<file path="config.mk">
export PLATFORM = sky130hd
export DESIGN_NAME = cem_charger_event_mask_bank
export DESIGN_NICKNAME = d
export VERILOG_FILES = /design/src/cem_pkg.sv /design/src/cem_mask_if.sv /design/src/cem_mask_store.sv /design/src/cem_alert_gen.sv /design/src/cem_charger_event_mask_bank.sv
export VERILOG_INCLUDE_DIRS = /design/src
export SDC_FILE = /design/constraint.sdc
export NUM_CORES = 1
export LEC_CHECK = 0
export BUFFER_PORTS_ARGS = -buffer_cell sky130_fd_sc_hd__buf_2
export CAP_MARGIN = 25
export CORE_MARGIN = 5
export CORE_UTILIZATION = 43
export DETAILED_ROUTE_END_ITERATION = 7
export PLACE_DENSITY = 0.81
export SLEW_MARGIN = 15
export SYNTH_ARGS = -nofsm -noshare
export SYNTH_HDL_FRONTEND = slang
export SYNTH_SLANG_ARGS = --single-unit
</file>
<file path="constraint.sdc">
create_clock -name sys_clk -period 1.41 [get_ports sys_clk]
set_input_delay 0.2115 -clock sys_clk [delete_from_list [all_inputs] [get_ports sys_clk]]
set_output_delay 0.2115 -clock sys_clk [all_outputs]
set_load 0.01 [all_outputs]
</file>
<file path="src/cem_charger_event_mask_regs.svh">
`ifndef CEM_CHARGER_EVENT_MASK_REGS_SVH
`define CEM_CHARGER_EVENT_MASK_REGS_SVH

// Register offsets on the serial control port
`define CEM_MASK_C_OFFSET 8'h2A
`define CEM_MASK_T_OFFSET 8'h2B

// Reset values
`define CEM_MASK_C_RESET 8'h00
`define CEM_MASK_T_RESET 8'h00

// Writable bits; all others read as zero
`define CEM_MASK_C_WMASK 8'h7F
`define CEM_MASK_T_WMASK 8'h1F

// Field positions in charger_event_mask_c
`define CEM_DETECT_DONE_BIT 6
`define CEM_CONV_DONE_BIT 5
`define CEM_SYSMIN_BIT 4
`define CEM_FAST_TMR_BIT 3
`define CEM_TRICKLE_TMR_BIT 2
`define CEM_PRECHG_TMR_BIT 1
`define CEM_TOPOFF_TMR_BIT 0

// Field positions in battery_thermal_event_mask
`define CEM_OTG_LOWBAT_BIT 4
`define CEM_THERM_COLD_BIT 3
`define CEM_THERM_COOL_BIT 2
`define CEM_THERM_WARM_BIT 1
`define CEM_THERM_HOT_BIT 0

// Second register sits in the upper byte of the event vector
`define CEM_T_BASE 8

// Default host alert pulse length in sys_clk cycles
`define CEM_ALERT_CYCLES 4

`endif

</file>
<file path="src/cem_pkg.sv">
package cem_pkg;

  typedef logic [7:0] cem_byte_t;

  // Bit i of the low byte pairs with bit i of the first mask register,
  // bit i of the high byte with bit i of the second one.
  typedef logic [15:0] cem_event_vec_t;

  typedef enum logic [0:0] {
    CEM_ALERT_IDLE,
    CEM_ALERT_DRIVE
  } cem_alert_state_t;

endpackage

</file>
<file path="src/cem_mask_if.sv">
`timescale 1ns/1ps
interface cem_mask_if;
  cem_pkg::cem_byte_t wdata;
  logic wr_c;
  logic wr_t;
  logic clr_c;
  logic clr_t;
  cem_pkg::cem_byte_t mask_c;
  cem_pkg::cem_byte_t mask_t;

  modport ctrl (
    output wdata,
    output wr_c,
    output wr_t,
    output clr_c,
    output clr_t,
    input mask_c,
    input mask_t
  );

  modport store (
    input wdata,
    input wr_c,
    input wr_t,
    input clr_c,
    input clr_t,
    output mask_c,
    output mask_t
  );
endinterface

</file>
<file path="src/cem_mask_store.sv">
`timescale 1ns/1ps
`include "cem_charger_event_mask_regs.svh"
module cem_mask_store (
  input wire logic sys_clk, // System clock
  input wire logic rst, // Async reset, high
  input wire logic clk_en, // Freezes state when low
  cem_mask_if.store mif // Mask storage port
);

  cem_pkg::cem_byte_t mask_c_reg;
  cem_pkg::cem_byte_t mask_c_next;
  cem_pkg::cem_byte_t mask_t_reg;
  cem_pkg::cem_byte_t mask_t_next;

  // Clear beats a same-cycle write: reset command means defaults
  always_comb begin
    mask_c_next = mask_c_reg;
    mask_t_next = mask_t_reg;
    if (mif.clr_c) begin
      mask_c_next = `CEM_MASK_C_RESET;
    end else if (mif.wr_c) begin
      mask_c_next = mif.wdata & `CEM_MASK_C_WMASK;
    end
    if (mif.clr_t) begin
      mask_t_next = `CEM_MASK_T_RESET;
    end else if (mif.wr_t) begin
      mask_t_next = mif.wdata & `CEM_MASK_T_WMASK;
    end
  end

  always_ff @(posedge sys_clk or posedge rst) begin
    if (rst) begin
      mask_c_reg <= `CEM_MASK_C_RESET;
      mask_t_reg <= `CEM_MASK_T_RESET;
    end else if (clk_en) begin
      mask_c_reg <= mask_c_next;
      mask_t_reg <= mask_t_next;
    end
  end

  assign mif.mask_c = mask_c_reg;
  assign mif.mask_t = mask_t_reg;

endmodule

</file>
<file path="src/cem_alert_gen.sv">
`timescale 1ns/1ps
`include "cem_charger_event_mask_regs.svh"
module cem_alert_gen #(
  parameter int ALERT_CYCLES = `CEM_ALERT_CYCLES
) (
  input wire logic sys_clk, // System clock
  input wire logic rst, // Async reset, high
  input wire logic clk_en, // Freezes state when low
  input wire cem_pkg::cem_event_vec_t events, // One-cycle event pulses
  input wire cem_pkg::cem_event_vec_t masks, // 1 suppresses the event
  output logic alert_pulse // Host alert pulse
);

  localparam int CW = $clog2(ALERT_CYCLES + 1);

  if (ALERT_CYCLES < 1 || ALERT_CYCLES > 255) begin : g_bad_alert_cycles
    $error("ALERT_CYCLES out of range");
  end

  cem_pkg::cem_alert_state_t state_reg;
  cem_pkg::cem_alert_state_t state_next;
  logic [CW-1:0] cnt_reg;
  logic [CW-1:0] cnt_next;
  logic alert_reg;
  logic alert_next;
  logic fire;

  // Masking only gates this path; flags are kept elsewhere
  assign fire = |(events & ~masks);

  // A new event during a pulse restarts its length, so back-to-back
  // events merge into one longer pulse rather than being dropped.
  always_comb begin
    state_next = state_reg;
    cnt_next = cnt_reg;
    alert_next = alert_reg;
    case (state_reg)
      cem_pkg::CEM_ALERT_IDLE: begin
        if (fire) begin
          state_next = cem_pkg::CEM_ALERT_DRIVE;
          cnt_next = CW'(ALERT_CYCLES - 1);
          alert_next = 1'b1;
        end
      end
      cem_pkg::CEM_ALERT_DRIVE: begin
        if (fire) begin
          cnt_next = CW'(ALERT_CYCLES - 1);
        end else if (cnt_reg == '0) begin
          state_next = cem_pkg::CEM_ALERT_IDLE;
          alert_next = 1'b0;
        end else begin
          cnt_next = cnt_reg - CW'(1);
        end
      end
      default: begin
        state_next = cem_pkg::CEM_ALERT_IDLE;
        cnt_next = '0;
        alert_next = 1'b0;
      end
    endcase
  end

  always_ff @(posedge sys_clk or posedge rst) begin
    if (rst) begin
      state_reg <= cem_pkg::CEM_ALERT_IDLE;
      cnt_reg <= '0;
      alert_reg <= 1'b0;
    end else if (clk_en) begin
      state_reg <= state_next;
      cnt_reg <= cnt_next;
      alert_reg <= alert_next;
    end
  end

  assign alert_pulse = alert_reg;

endmodule

</file>
<file path="src/cem_charger_event_mask_bank.sv">
// What this block does
// - Detection-done event alerts the host unless bit 6 suppresses it.
// - Conversion-done event alerts the host unless bit 5 suppresses it.
// - Entry and exit of minimum system regulation alert unless bit 4 set.
// - Fast charge timer expiry alerts the host unless bit 3 set.
// - Trickle charge timer expiry alerts the host unless bit 2 set.
// - Pre-charge timer expiry alerts the host unless bit 1 set.
// - Top-off timer expiry alerts the host unless bit 0 set.
// - Battery too low for OTG alerts unless second register bit 4 set.
// - Thermistor cold crossing alerts unless second register bit 3 set.
// - Thermistor cool crossing alerts unless second register bit 2 set.
// - Thermistor warm crossing alerts unless second register bit 1 set.
// - Thermistor hot crossing alerts unless second register bit 0 set.
// - Both masks read zero at power-on; reset command clears the first.
// - Second mask clears on reset command and on watchdog expiry.
`timescale 1ns/1ps
`include "cem_charger_event_mask_regs.svh"
module cem_charger_event_mask_bank #(
  parameter int ALERT_CYCLES = `CEM_ALERT_CYCLES
) (
  input wire logic sys_clk, // 250 MHz system clock
  input wire logic rst, // Async reset, high
  input wire logic clk_en, // Freezes all state when low
  input wire logic [7:0] reg_addr, // Register address
  input wire cem_pkg::cem_byte_t reg_wdata, // Write data
  input wire logic reg_wr_en, // Write strobe, one cycle
  input wire logic reg_rd_en, // Read strobe, one cycle
  output cem_pkg::cem_byte_t reg_rdata, // Read data, registered
  output logic reg_rd_valid, // Read data valid pulse
  input wire logic reg_reset_cmd, // Register reset command pulse
  input wire logic watchdog_expired, // Host watchdog expiry pulse
  input wire logic evt_detect_done, // D+/D- detection done pulse
  input wire logic evt_conversion_done, // Conversion done pulse
  input wire logic sysmin_regulating, // Level: in minimum system regulation
  input wire logic evt_fast_timer, // Fast charge timer expired pulse
  input wire logic evt_trickle_timer, // Trickle timer expired pulse
  input wire logic evt_precharge_timer, // Pre-charge timer expired pulse
  input wire logic evt_topoff_timer, // Top-off timer expired pulse
  input wire logic evt_otg_lowbat, // Battery below OTG threshold pulse
  input wire logic evt_therm_cold, // Thermistor crossed T1 pulse
  input wire logic evt_therm_cool, // Thermistor crossed T2 pulse
  input wire logic evt_therm_warm, // Thermistor crossed T3 pulse
  input wire logic evt_therm_hot, // Thermistor crossed T5 pulse
  input wire cem_pkg::cem_event_vec_t flag_clear, // Per-event flag clear pulses
  output cem_pkg::cem_event_vec_t event_flags, // Sticky event flags, registered
  output logic host_alert_pulse // Host alert output
);

  // Pulse counter and checker shadow are sized for at most 255 cycles
  if (ALERT_CYCLES < 1 || ALERT_CYCLES > 255) begin : g_bad_alert_cycles
    $error("ALERT_CYCLES out of range");
  end

  // A field on a non-writable bit would leave its event stuck unmasked
  localparam logic [7:0] C_FIELDS = (8'h01 << `CEM_DETECT_DONE_BIT)
    | (8'h01 << `CEM_CONV_DONE_BIT)
    | (8'h01 << `CEM_SYSMIN_BIT)
    | (8'h01 << `CEM_FAST_TMR_BIT)
    | (8'h01 << `CEM_TRICKLE_TMR_BIT)
    | (8'h01 << `CEM_PRECHG_TMR_BIT)
    | (8'h01 << `CEM_TOPOFF_TMR_BIT);

  localparam logic [7:0] T_FIELDS = (8'h01 << `CEM_OTG_LOWBAT_BIT)
    | (8'h01 << `CEM_THERM_COLD_BIT)
    | (8'h01 << `CEM_THERM_COOL_BIT)
    | (8'h01 << `CEM_THERM_WARM_BIT)
    | (8'h01 << `CEM_THERM_HOT_BIT);

  if ((C_FIELDS & ~`CEM_MASK_C_WMASK) != 8'h00) begin : g_bad_c_fields
    $error("First mask field outside its writable bits");
  end

  if ((T_FIELDS & ~`CEM_MASK_T_WMASK) != 8'h00) begin : g_bad_t_fields
    $error("Second mask field outside its writable bits");
  end

  if (`CEM_MASK_C_OFFSET == `CEM_MASK_T_OFFSET) begin : g_same_offset
    $error("Mask registers share one offset");
  end

  function automatic logic addr_is(input logic [7:0] a, input logic [7:0] off);
    addr_is = (a == off);
  endfunction

  // Reserved bits read zero even if storage ever held them
  function automatic cem_pkg::cem_byte_t read_view(input cem_pkg::cem_byte_t stored,
                                                  input cem_pkg::cem_byte_t wmask);
    read_view = stored & wmask;
  endfunction

  cem_mask_if mif ();

  // Register port decode

  logic hit_c;
  logic hit_t;

  assign hit_c = addr_is(reg_addr, `CEM_MASK_C_OFFSET);
  assign hit_t = addr_is(reg_addr, `CEM_MASK_T_OFFSET);

  assign mif.wdata = reg_wdata;
  assign mif.wr_c = reg_wr_en & hit_c;
  assign mif.wr_t = reg_wr_en & hit_t;
  assign mif.clr_c = reg_reset_cmd;
  assign mif.clr_t = reg_reset_cmd | watchdog_expired;

  cem_mask_store u_store (
    .sys_clk (sys_clk),
    .rst (rst),
    .clk_en (clk_en),
    .mif (mif)
  );

  // Named mask fields

  logic detect_done_suppress;
  logic conversion_done_suppress;
  logic sysmin_reg_suppress;
  logic fast_timer_suppress;
  logic trickle_timer_suppress;
  logic precharge_timer_suppress;
  logic topoff_timer_suppress;
  logic otg_lowbat_suppress;
  logic thermistor_cold_suppress;
  logic thermistor_cool_suppress;
  logic thermistor_warm_suppress;
  logic thermistor_hot_suppress;

  assign detect_done_suppress = mif.mask_c[`CEM_DETECT_DONE_BIT];
  assign conversion_done_suppress = mif.mask_c[`CEM_CONV_DONE_BIT];
  assign sysmin_reg_suppress = mif.mask_c[`CEM_SYSMIN_BIT];
  assign fast_timer_suppress = mif.mask_c[`CEM_FAST_TMR_BIT];
  assign trickle_timer_suppress = mif.mask_c[`CEM_TRICKLE_TMR_BIT];
  assign precharge_timer_suppress = mif.mask_c[`CEM_PRECHG_TMR_BIT];
  assign topoff_timer_suppress = mif.mask_c[`CEM_TOPOFF_TMR_BIT];
  assign otg_lowbat_suppress = mif.mask_t[`CEM_OTG_LOWBAT_BIT];
  assign thermistor_cold_suppress = mif.mask_t[`CEM_THERM_COLD_BIT];
  assign thermistor_cool_suppress = mif.mask_t[`CEM_THERM_COOL_BIT];
  assign thermistor_warm_suppress = mif.mask_t[`CEM_THERM_WARM_BIT];
  assign thermistor_hot_suppress = mif.mask_t[`CEM_THERM_HOT_BIT];

  // Read path

  cem_pkg::cem_byte_t rdata_reg;
  cem_pkg::cem_byte_t rdata_next;
  logic rvalid_reg;
  logic rvalid_next;

  // Unmapped addresses read zero; reserved bits are zero in storage
  always_comb begin
    rdata_next = rdata_reg;
    rvalid_next = 1'b0;
    if (reg_rd_en) begin
      rvalid_next = 1'b1;
      if (hit_c) begin
        rdata_next = read_view(mif.mask_c, `CEM_MASK_C_WMASK);
      end else if (hit_t) begin
        rdata_next = read_view(mif.mask_t, `CEM_MASK_T_WMASK);
      end else begin
        rdata_next = 8'h00;
      end
    end
  end

  always_ff @(posedge sys_clk or posedge rst) begin
    if (rst) begin
      rdata_reg <= 8'h00;
      rvalid_reg <= 1'b0;
    end else if (clk_en) begin
      rdata_reg <= rdata_next;
      rvalid_reg <= rvalid_next;
    end
  end

  assign reg_rdata = rdata_reg;
  assign reg_rd_valid = rvalid_reg;

  // Minimum system regulation edges

  logic sysmin_prev_reg;
  logic sysmin_prev_next;
  logic sysmin_edge;
  logic sysmin_entry;
  logic sysmin_exit;

  // Previous level starts low, so a level already high at release
  // counts as one entry.
  always_comb begin
    sysmin_prev_next = sysmin_regulating;
  end

  always_ff @(posedge sys_clk or posedge rst) begin
    if (rst) begin
      sysmin_prev_reg <= 1'b0;
    end else if (clk_en) begin
      sysmin_prev_reg <= sysmin_prev_next;
    end
  end

  assign sysmin_entry = sysmin_regulating & ~sysmin_prev_reg;
  assign sysmin_exit = ~sysmin_regulating & sysmin_prev_reg;
  assign sysmin_edge = sysmin_entry | sysmin_exit;

  // Event vector, aligned bit for bit with the two mask registers

  cem_pkg::cem_event_vec_t events;
  cem_pkg::cem_event_vec_t masks;

  always_comb begin
    events = '0;
    events[`CEM_DETECT_DONE_BIT] = evt_detect_done;
    events[`CEM_CONV_DONE_BIT] = evt_conversion_done;
    events[`CEM_SYSMIN_BIT] = sysmin_edge;
    events[`CEM_FAST_TMR_BIT] = evt_fast_timer;
    events[`CEM_TRICKLE_TMR_BIT] = evt_trickle_timer;
    events[`CEM_PRECHG_TMR_BIT] = evt_precharge_timer;
    events[`CEM_TOPOFF_TMR_BIT] = evt_topoff_timer;
    events[`CEM_T_BASE + `CEM_OTG_LOWBAT_BIT] = evt_otg_lowbat;
    events[`CEM_T_BASE + `CEM_THERM_COLD_BIT] = evt_therm_cold;
    events[`CEM_T_BASE + `CEM_THERM_COOL_BIT] = evt_therm_cool;
    events[`CEM_T_BASE + `CEM_THERM_WARM_BIT] = evt_therm_warm;
    events[`CEM_T_BASE + `CEM_THERM_HOT_BIT] = evt_therm_hot;
  end

  // Reserved positions stay zero, so no stray bit can suppress anything
  always_comb begin
    masks = '0;
    masks[`CEM_DETECT_DONE_BIT] = detect_done_suppress;
    masks[`CEM_CONV_DONE_BIT] = conversion_done_suppress;
    masks[`CEM_SYSMIN_BIT] = sysmin_reg_suppress;
    masks[`CEM_FAST_TMR_BIT] = fast_timer_suppress;
    masks[`CEM_TRICKLE_TMR_BIT] = trickle_timer_suppress;
    masks[`CEM_PRECHG_TMR_BIT] = precharge_timer_suppress;
    masks[`CEM_TOPOFF_TMR_BIT] = topoff_timer_suppress;
    masks[`CEM_T_BASE + `CEM_OTG_LOWBAT_BIT] = otg_lowbat_suppress;
    masks[`CEM_T_BASE + `CEM_THERM_COLD_BIT] = thermistor_cold_suppress;
    masks[`CEM_T_BASE + `CEM_THERM_COOL_BIT] = thermistor_cool_suppress;
    masks[`CEM_T_BASE + `CEM_THERM_WARM_BIT] = thermistor_warm_suppress;
    masks[`CEM_T_BASE + `CEM_THERM_HOT_BIT] = thermistor_hot_suppress;
  end

  // Sticky flags, unaffected by masks

  cem_pkg::cem_event_vec_t flags_reg;
  cem_pkg::cem_event_vec_t flags_next;

  // A set arriving with its clear survives
  always_comb begin
    flags_next = (flags_reg & ~flag_clear) | events;
  end

  always_ff @(posedge sys_clk or posedge rst) begin
    if (rst) begin
      flags_reg <= '0;
    end else if (clk_en) begin
      flags_reg <= flags_next;
    end
  end

  assign event_flags = flags_reg;

  // Alert pulse

  cem_alert_gen #(
    .ALERT_CYCLES (ALERT_CYCLES)
  ) u_alert (
    .sys_clk (sys_clk),
    .rst (rst),
    .clk_en (clk_en),
    .events (events),
    .masks (masks),
    .alert_pulse (host_alert_pulse)
  );

endmodule

</file>
==> results.txt <==
* Outcome: complete, but fails checks
* Violated checks: negative setup slack
* Insertion delay of the later-clocked pin in the worst-skew pair: 0.29 ns
- The register with the most flip-flops in the layout has 16 of them.
- The number of max-slew violations in the final report came to 0.
- Summed over all cells, the static leakage comes to 1.348 nW.
* Antenna viol nets, final: 0
- Crit-path max FO: 4
* Clock share of power: 0.379
- TritonCTS buffer count: 5
- In this run the deepest clock path goes through 2 buffers.
- Number of remaining DRC errors: 0
- Summing every instance area after synthesis gives 1897 um2.
* Top post-synthesis cells by count: 42 x dfrtp_1, 26 x a22o_1, 20 x nand2_1, 11 x inv_1, 10 x nor2b_1
* Largest net degree at the start of global routing: 37
* Arrival time worst endpoint: roughly 1.9 ns
- 77 I/O pins were placed.
- Layout net count: 303
- The analysis attributes to net switching a power of 0.6034 mW.
* Height of the die: 76.42 um
- Counting cells, the worst reg-to-reg path comes to 6.
- Worst path setup slack after routing: -0.2714 ns
- Startpoint types: flip-flop
* Initial cell density of the core: 0.4387
* Placed insts: 293
- Final std cells w/o fill: 302
- Type of the tightest min-delay check: input pin to flip-flop
- After clock tree synthesis, the clock-pin slew on the worst setup and hold paths is 0.08 ns.
- For this run, the register share of the synthesized area comes to 0.5541.
- Average cell area after synthesis: 11.93 um2
- Count of final setup violators: 5
- STA classifies the critical path endpoint as a flip-flop.
- Number of warnings issued by yosys: 0
- After detailed routing, the number of vias per cell comes to 5.185.
* Placer's final routability congestion estimate: between 0.8 and 0.9
- Unrepaired setup endpoints after global routing: yes
* Final worst-path cycle share: 1.192
* Worst Skew: 0.006517 ns
- GRT Resource Usage Total: 0.1600
- By area the synthesized netlist is led by dfrtp_1 55%, a22o_1 12%, nand2_1 4.0%.
- Placed standard-cell area: 2436 um2
- Placement row count: 24
- Synth async-reset ratio: 1.000
- H-tree Lvls: 2
- After routing the design area is ~2600 um2.
* Total power: around 2.6 mW
- The synthesized design spends more area on one cell type than any other, namely dfrtp_1.
- Period minus WS final: around 1.7 ns
* Number of enable-type register cells in the synthesized netlist: 0
- Core region area: ~4300 um2
- The share of synthesized area in the top cell type comes to 0.5541.
- The initial antenna violation count is 0.
* Via count: 1566
- Vias in the first global route: 1604
- Die width: between 70 and 80 um
- The netlist uses 32 different library cells.
* Sequential group share of total power: 0.495
- Fillcell total: roughly 370
- From synthesis to final layout, the design area changed by 36.35%.
- Reg2Reg Setup Slack: -0.27 ns
- Synth Flop Type: dfrtp_1
- Routed Wire Length: between 4000 and 5000 um
- Global-route congestion overflow total: 0
- Counting every instance in the synthesized netlist gives 159.
- Timing-limited maximum frequency: ~0.59 GHz
* Most instantiated library cell after synthesis: dfrtp_1
* Hold Slack: just under 0.1 ns
- Internal power comes to 1.973 mW.
- The repair_antennas step left the layout with diodes totalling 0.
- Flip-flop and latch count after synthesis: 42
- Total iterations of the first detailed-routing run: 4
- The floorplan step defined a die boundary enclosing 5839 um2.
* TritonCTS sink count: 42
- Of the cells placed in the final design, the portion with a size suffix greater than 1 is 0.4400.
- After legalization and detailed placement, the total HPWL measured 3434 um.
- Synth Net Count: around 210
- Endpoint, Worst Hold: event_flags[7]
- Maximum resistive drop on vdd: 0.5243 mV
* Comb pwr share: 0.126
- The first routing iteration left 51 violations.
* CTS tree: yes
- Number of hold violations in the final report: 0
* IO buf count: 74
* First-pass GRT wire length: roughly 7500 um
- Switching share of total power: 0.2342
- Worst hold path startpoint: flag_clear[7]
* Root buf cell: clkbuf_8
- The tool flagged a number of max-cap violations equal to 0.
- In the final routed layout, each cell accounts on average for 15.22 um.
- Kind of critical path: flip-flop to flip-flop
- Hold path depth: 2
- The startpoint identified for the worst register-to-register timing path is sysmin_prev_reg.
* Worst path required time: 1.59 ns
* Pwr dens: 996.3 nW/um2
- Worst R2R End: u_alert.alert_pulse
-- through the flow --
stage | util | worst slack, ns | TNS [ns]
3_3_place_gp | 0.5634 | -0.1752 | -2.238
6_report | 0.5981 | -0.2714 | -0.9897
2_1_floorplan | - | -0.1044 | -0.4354
3_5_place_dp | 0.5634 | -0.2102 | -2.689
4_1_cts | 0.5917 | -0.2257 | -0.9786
5_1_grt | 0.5981 | -0.3288 | -1.424
-- per-layer routing --
layer	track usage	part of all wire	vias to the layer above
met4	0.05245	0.013	0
met5	0	0	-
met2	0.2774	0.52	42
li1	-	-	751
met3	0.04846	0.057	5
met1	0.1871	0.41	768
-- worst max-delay path, cell delays in order (launching register included) --
cell and delay [ns]:
dfrtp_1 0.41, xor2_2 0.20, a2111oi_4 0.36, nand3_2 0.18, buf_4 0.19, o21ai_1 0.13
a21oi_1 0.09
-- how the worst max path moves through the flow --
| stage | startpoint | endpoint | slack [ns] | cells after the start |
|---|---|---|---|---|
| after floorplan | sysmin_prev_reg | u_alert.cnt_reg[0] | -0.10 | 5 |
| after global placement | sysmin_prev_reg | u_alert.cnt_reg[0] | -0.18 | 5 |
| after detailed placement | reg_addr[4] | u_store.mif.mask_t[2] | -0.21 | 6 |
| after CTS | sysmin_prev_reg | u_alert.cnt_reg[0] | -0.23 | 5 |
| after global routing | sysmin_prev_reg | u_alert.alert_pulse | -0.33 | 6 |
| final | sysmin_prev_reg | u_alert.alert_pulse | -0.27 | 6 |
-- timing repair --
item | CTS | global route
hold buffers | 1 | 0
gates resized for setup | 0 | 3
pin swaps | 1 | 2
setup buffers | 0 | 1
setup endpoints to repair | 5 | 5
hold endpoints to repair | 6 | 0
-- final cells by class --
class                      instances  area, um2  area share
clock inverter                     1      30.03     0.01161
multi-input combinational        100      798.3      0.3087
inverter                          11      41.29     0.01597
clock buffer                       6      82.58     0.03193
timing repair buffer              90      518.0      0.2003
tap                               52      65.06     0.02516
sequential                        42       1051      0.4064
-- power by group through the flow --
stage / Combinational (mW) / Sequential [mW] / Clock (mW)
2_1_floorplan: 0.130 / 1.32 / 0
3_3_place_gp: 0.312 / 1.30 / 0
3_5_place_dp: 0.320 / 1.30 / 0
4_1_cts: 0.323 / 1.28 / 0.990
5_1_grt: 0.358 / 1.28 / 1.05
6_report: 0.324 / 1.28 / 0.977
-- logic make-up (layout without fill, tap and decap cells) --
logic type      Yosys count  in the layout  share of synthesized area
compound gates           48             48                     0.2164
xor+xnor                  1              1                   0.004618
fa+ha+maj                 2              2                    0.01319
buf+inv                  17            108                    0.03562
flops                    42             42                     0.5541
mux                       7              7                    0.03760
other cells               1              1                   0.001977
simple gates             41             41                     0.1365
-- layout by cell type, fill, tap and decap left out, types with 2 or more instances in the layout --
cell type / instances
a21oi_1: 2
a21boi_0: 4
clkbuf_8: 6
mux2i_1: 6
buf_12: 2
dfrtp_1: 42
buf_4: 13
nand2_1: 20
a22o_2: 2
nor2b_1: 10
a2111oi_4: 2
o21ai_1: 2
o21ai_0: 6
ha_1: 2
buf_2: 74
nor2_1: 2
a22o_1: 26
inv_1: 11
Note: power is estimated with default switching activity, not from simulation.
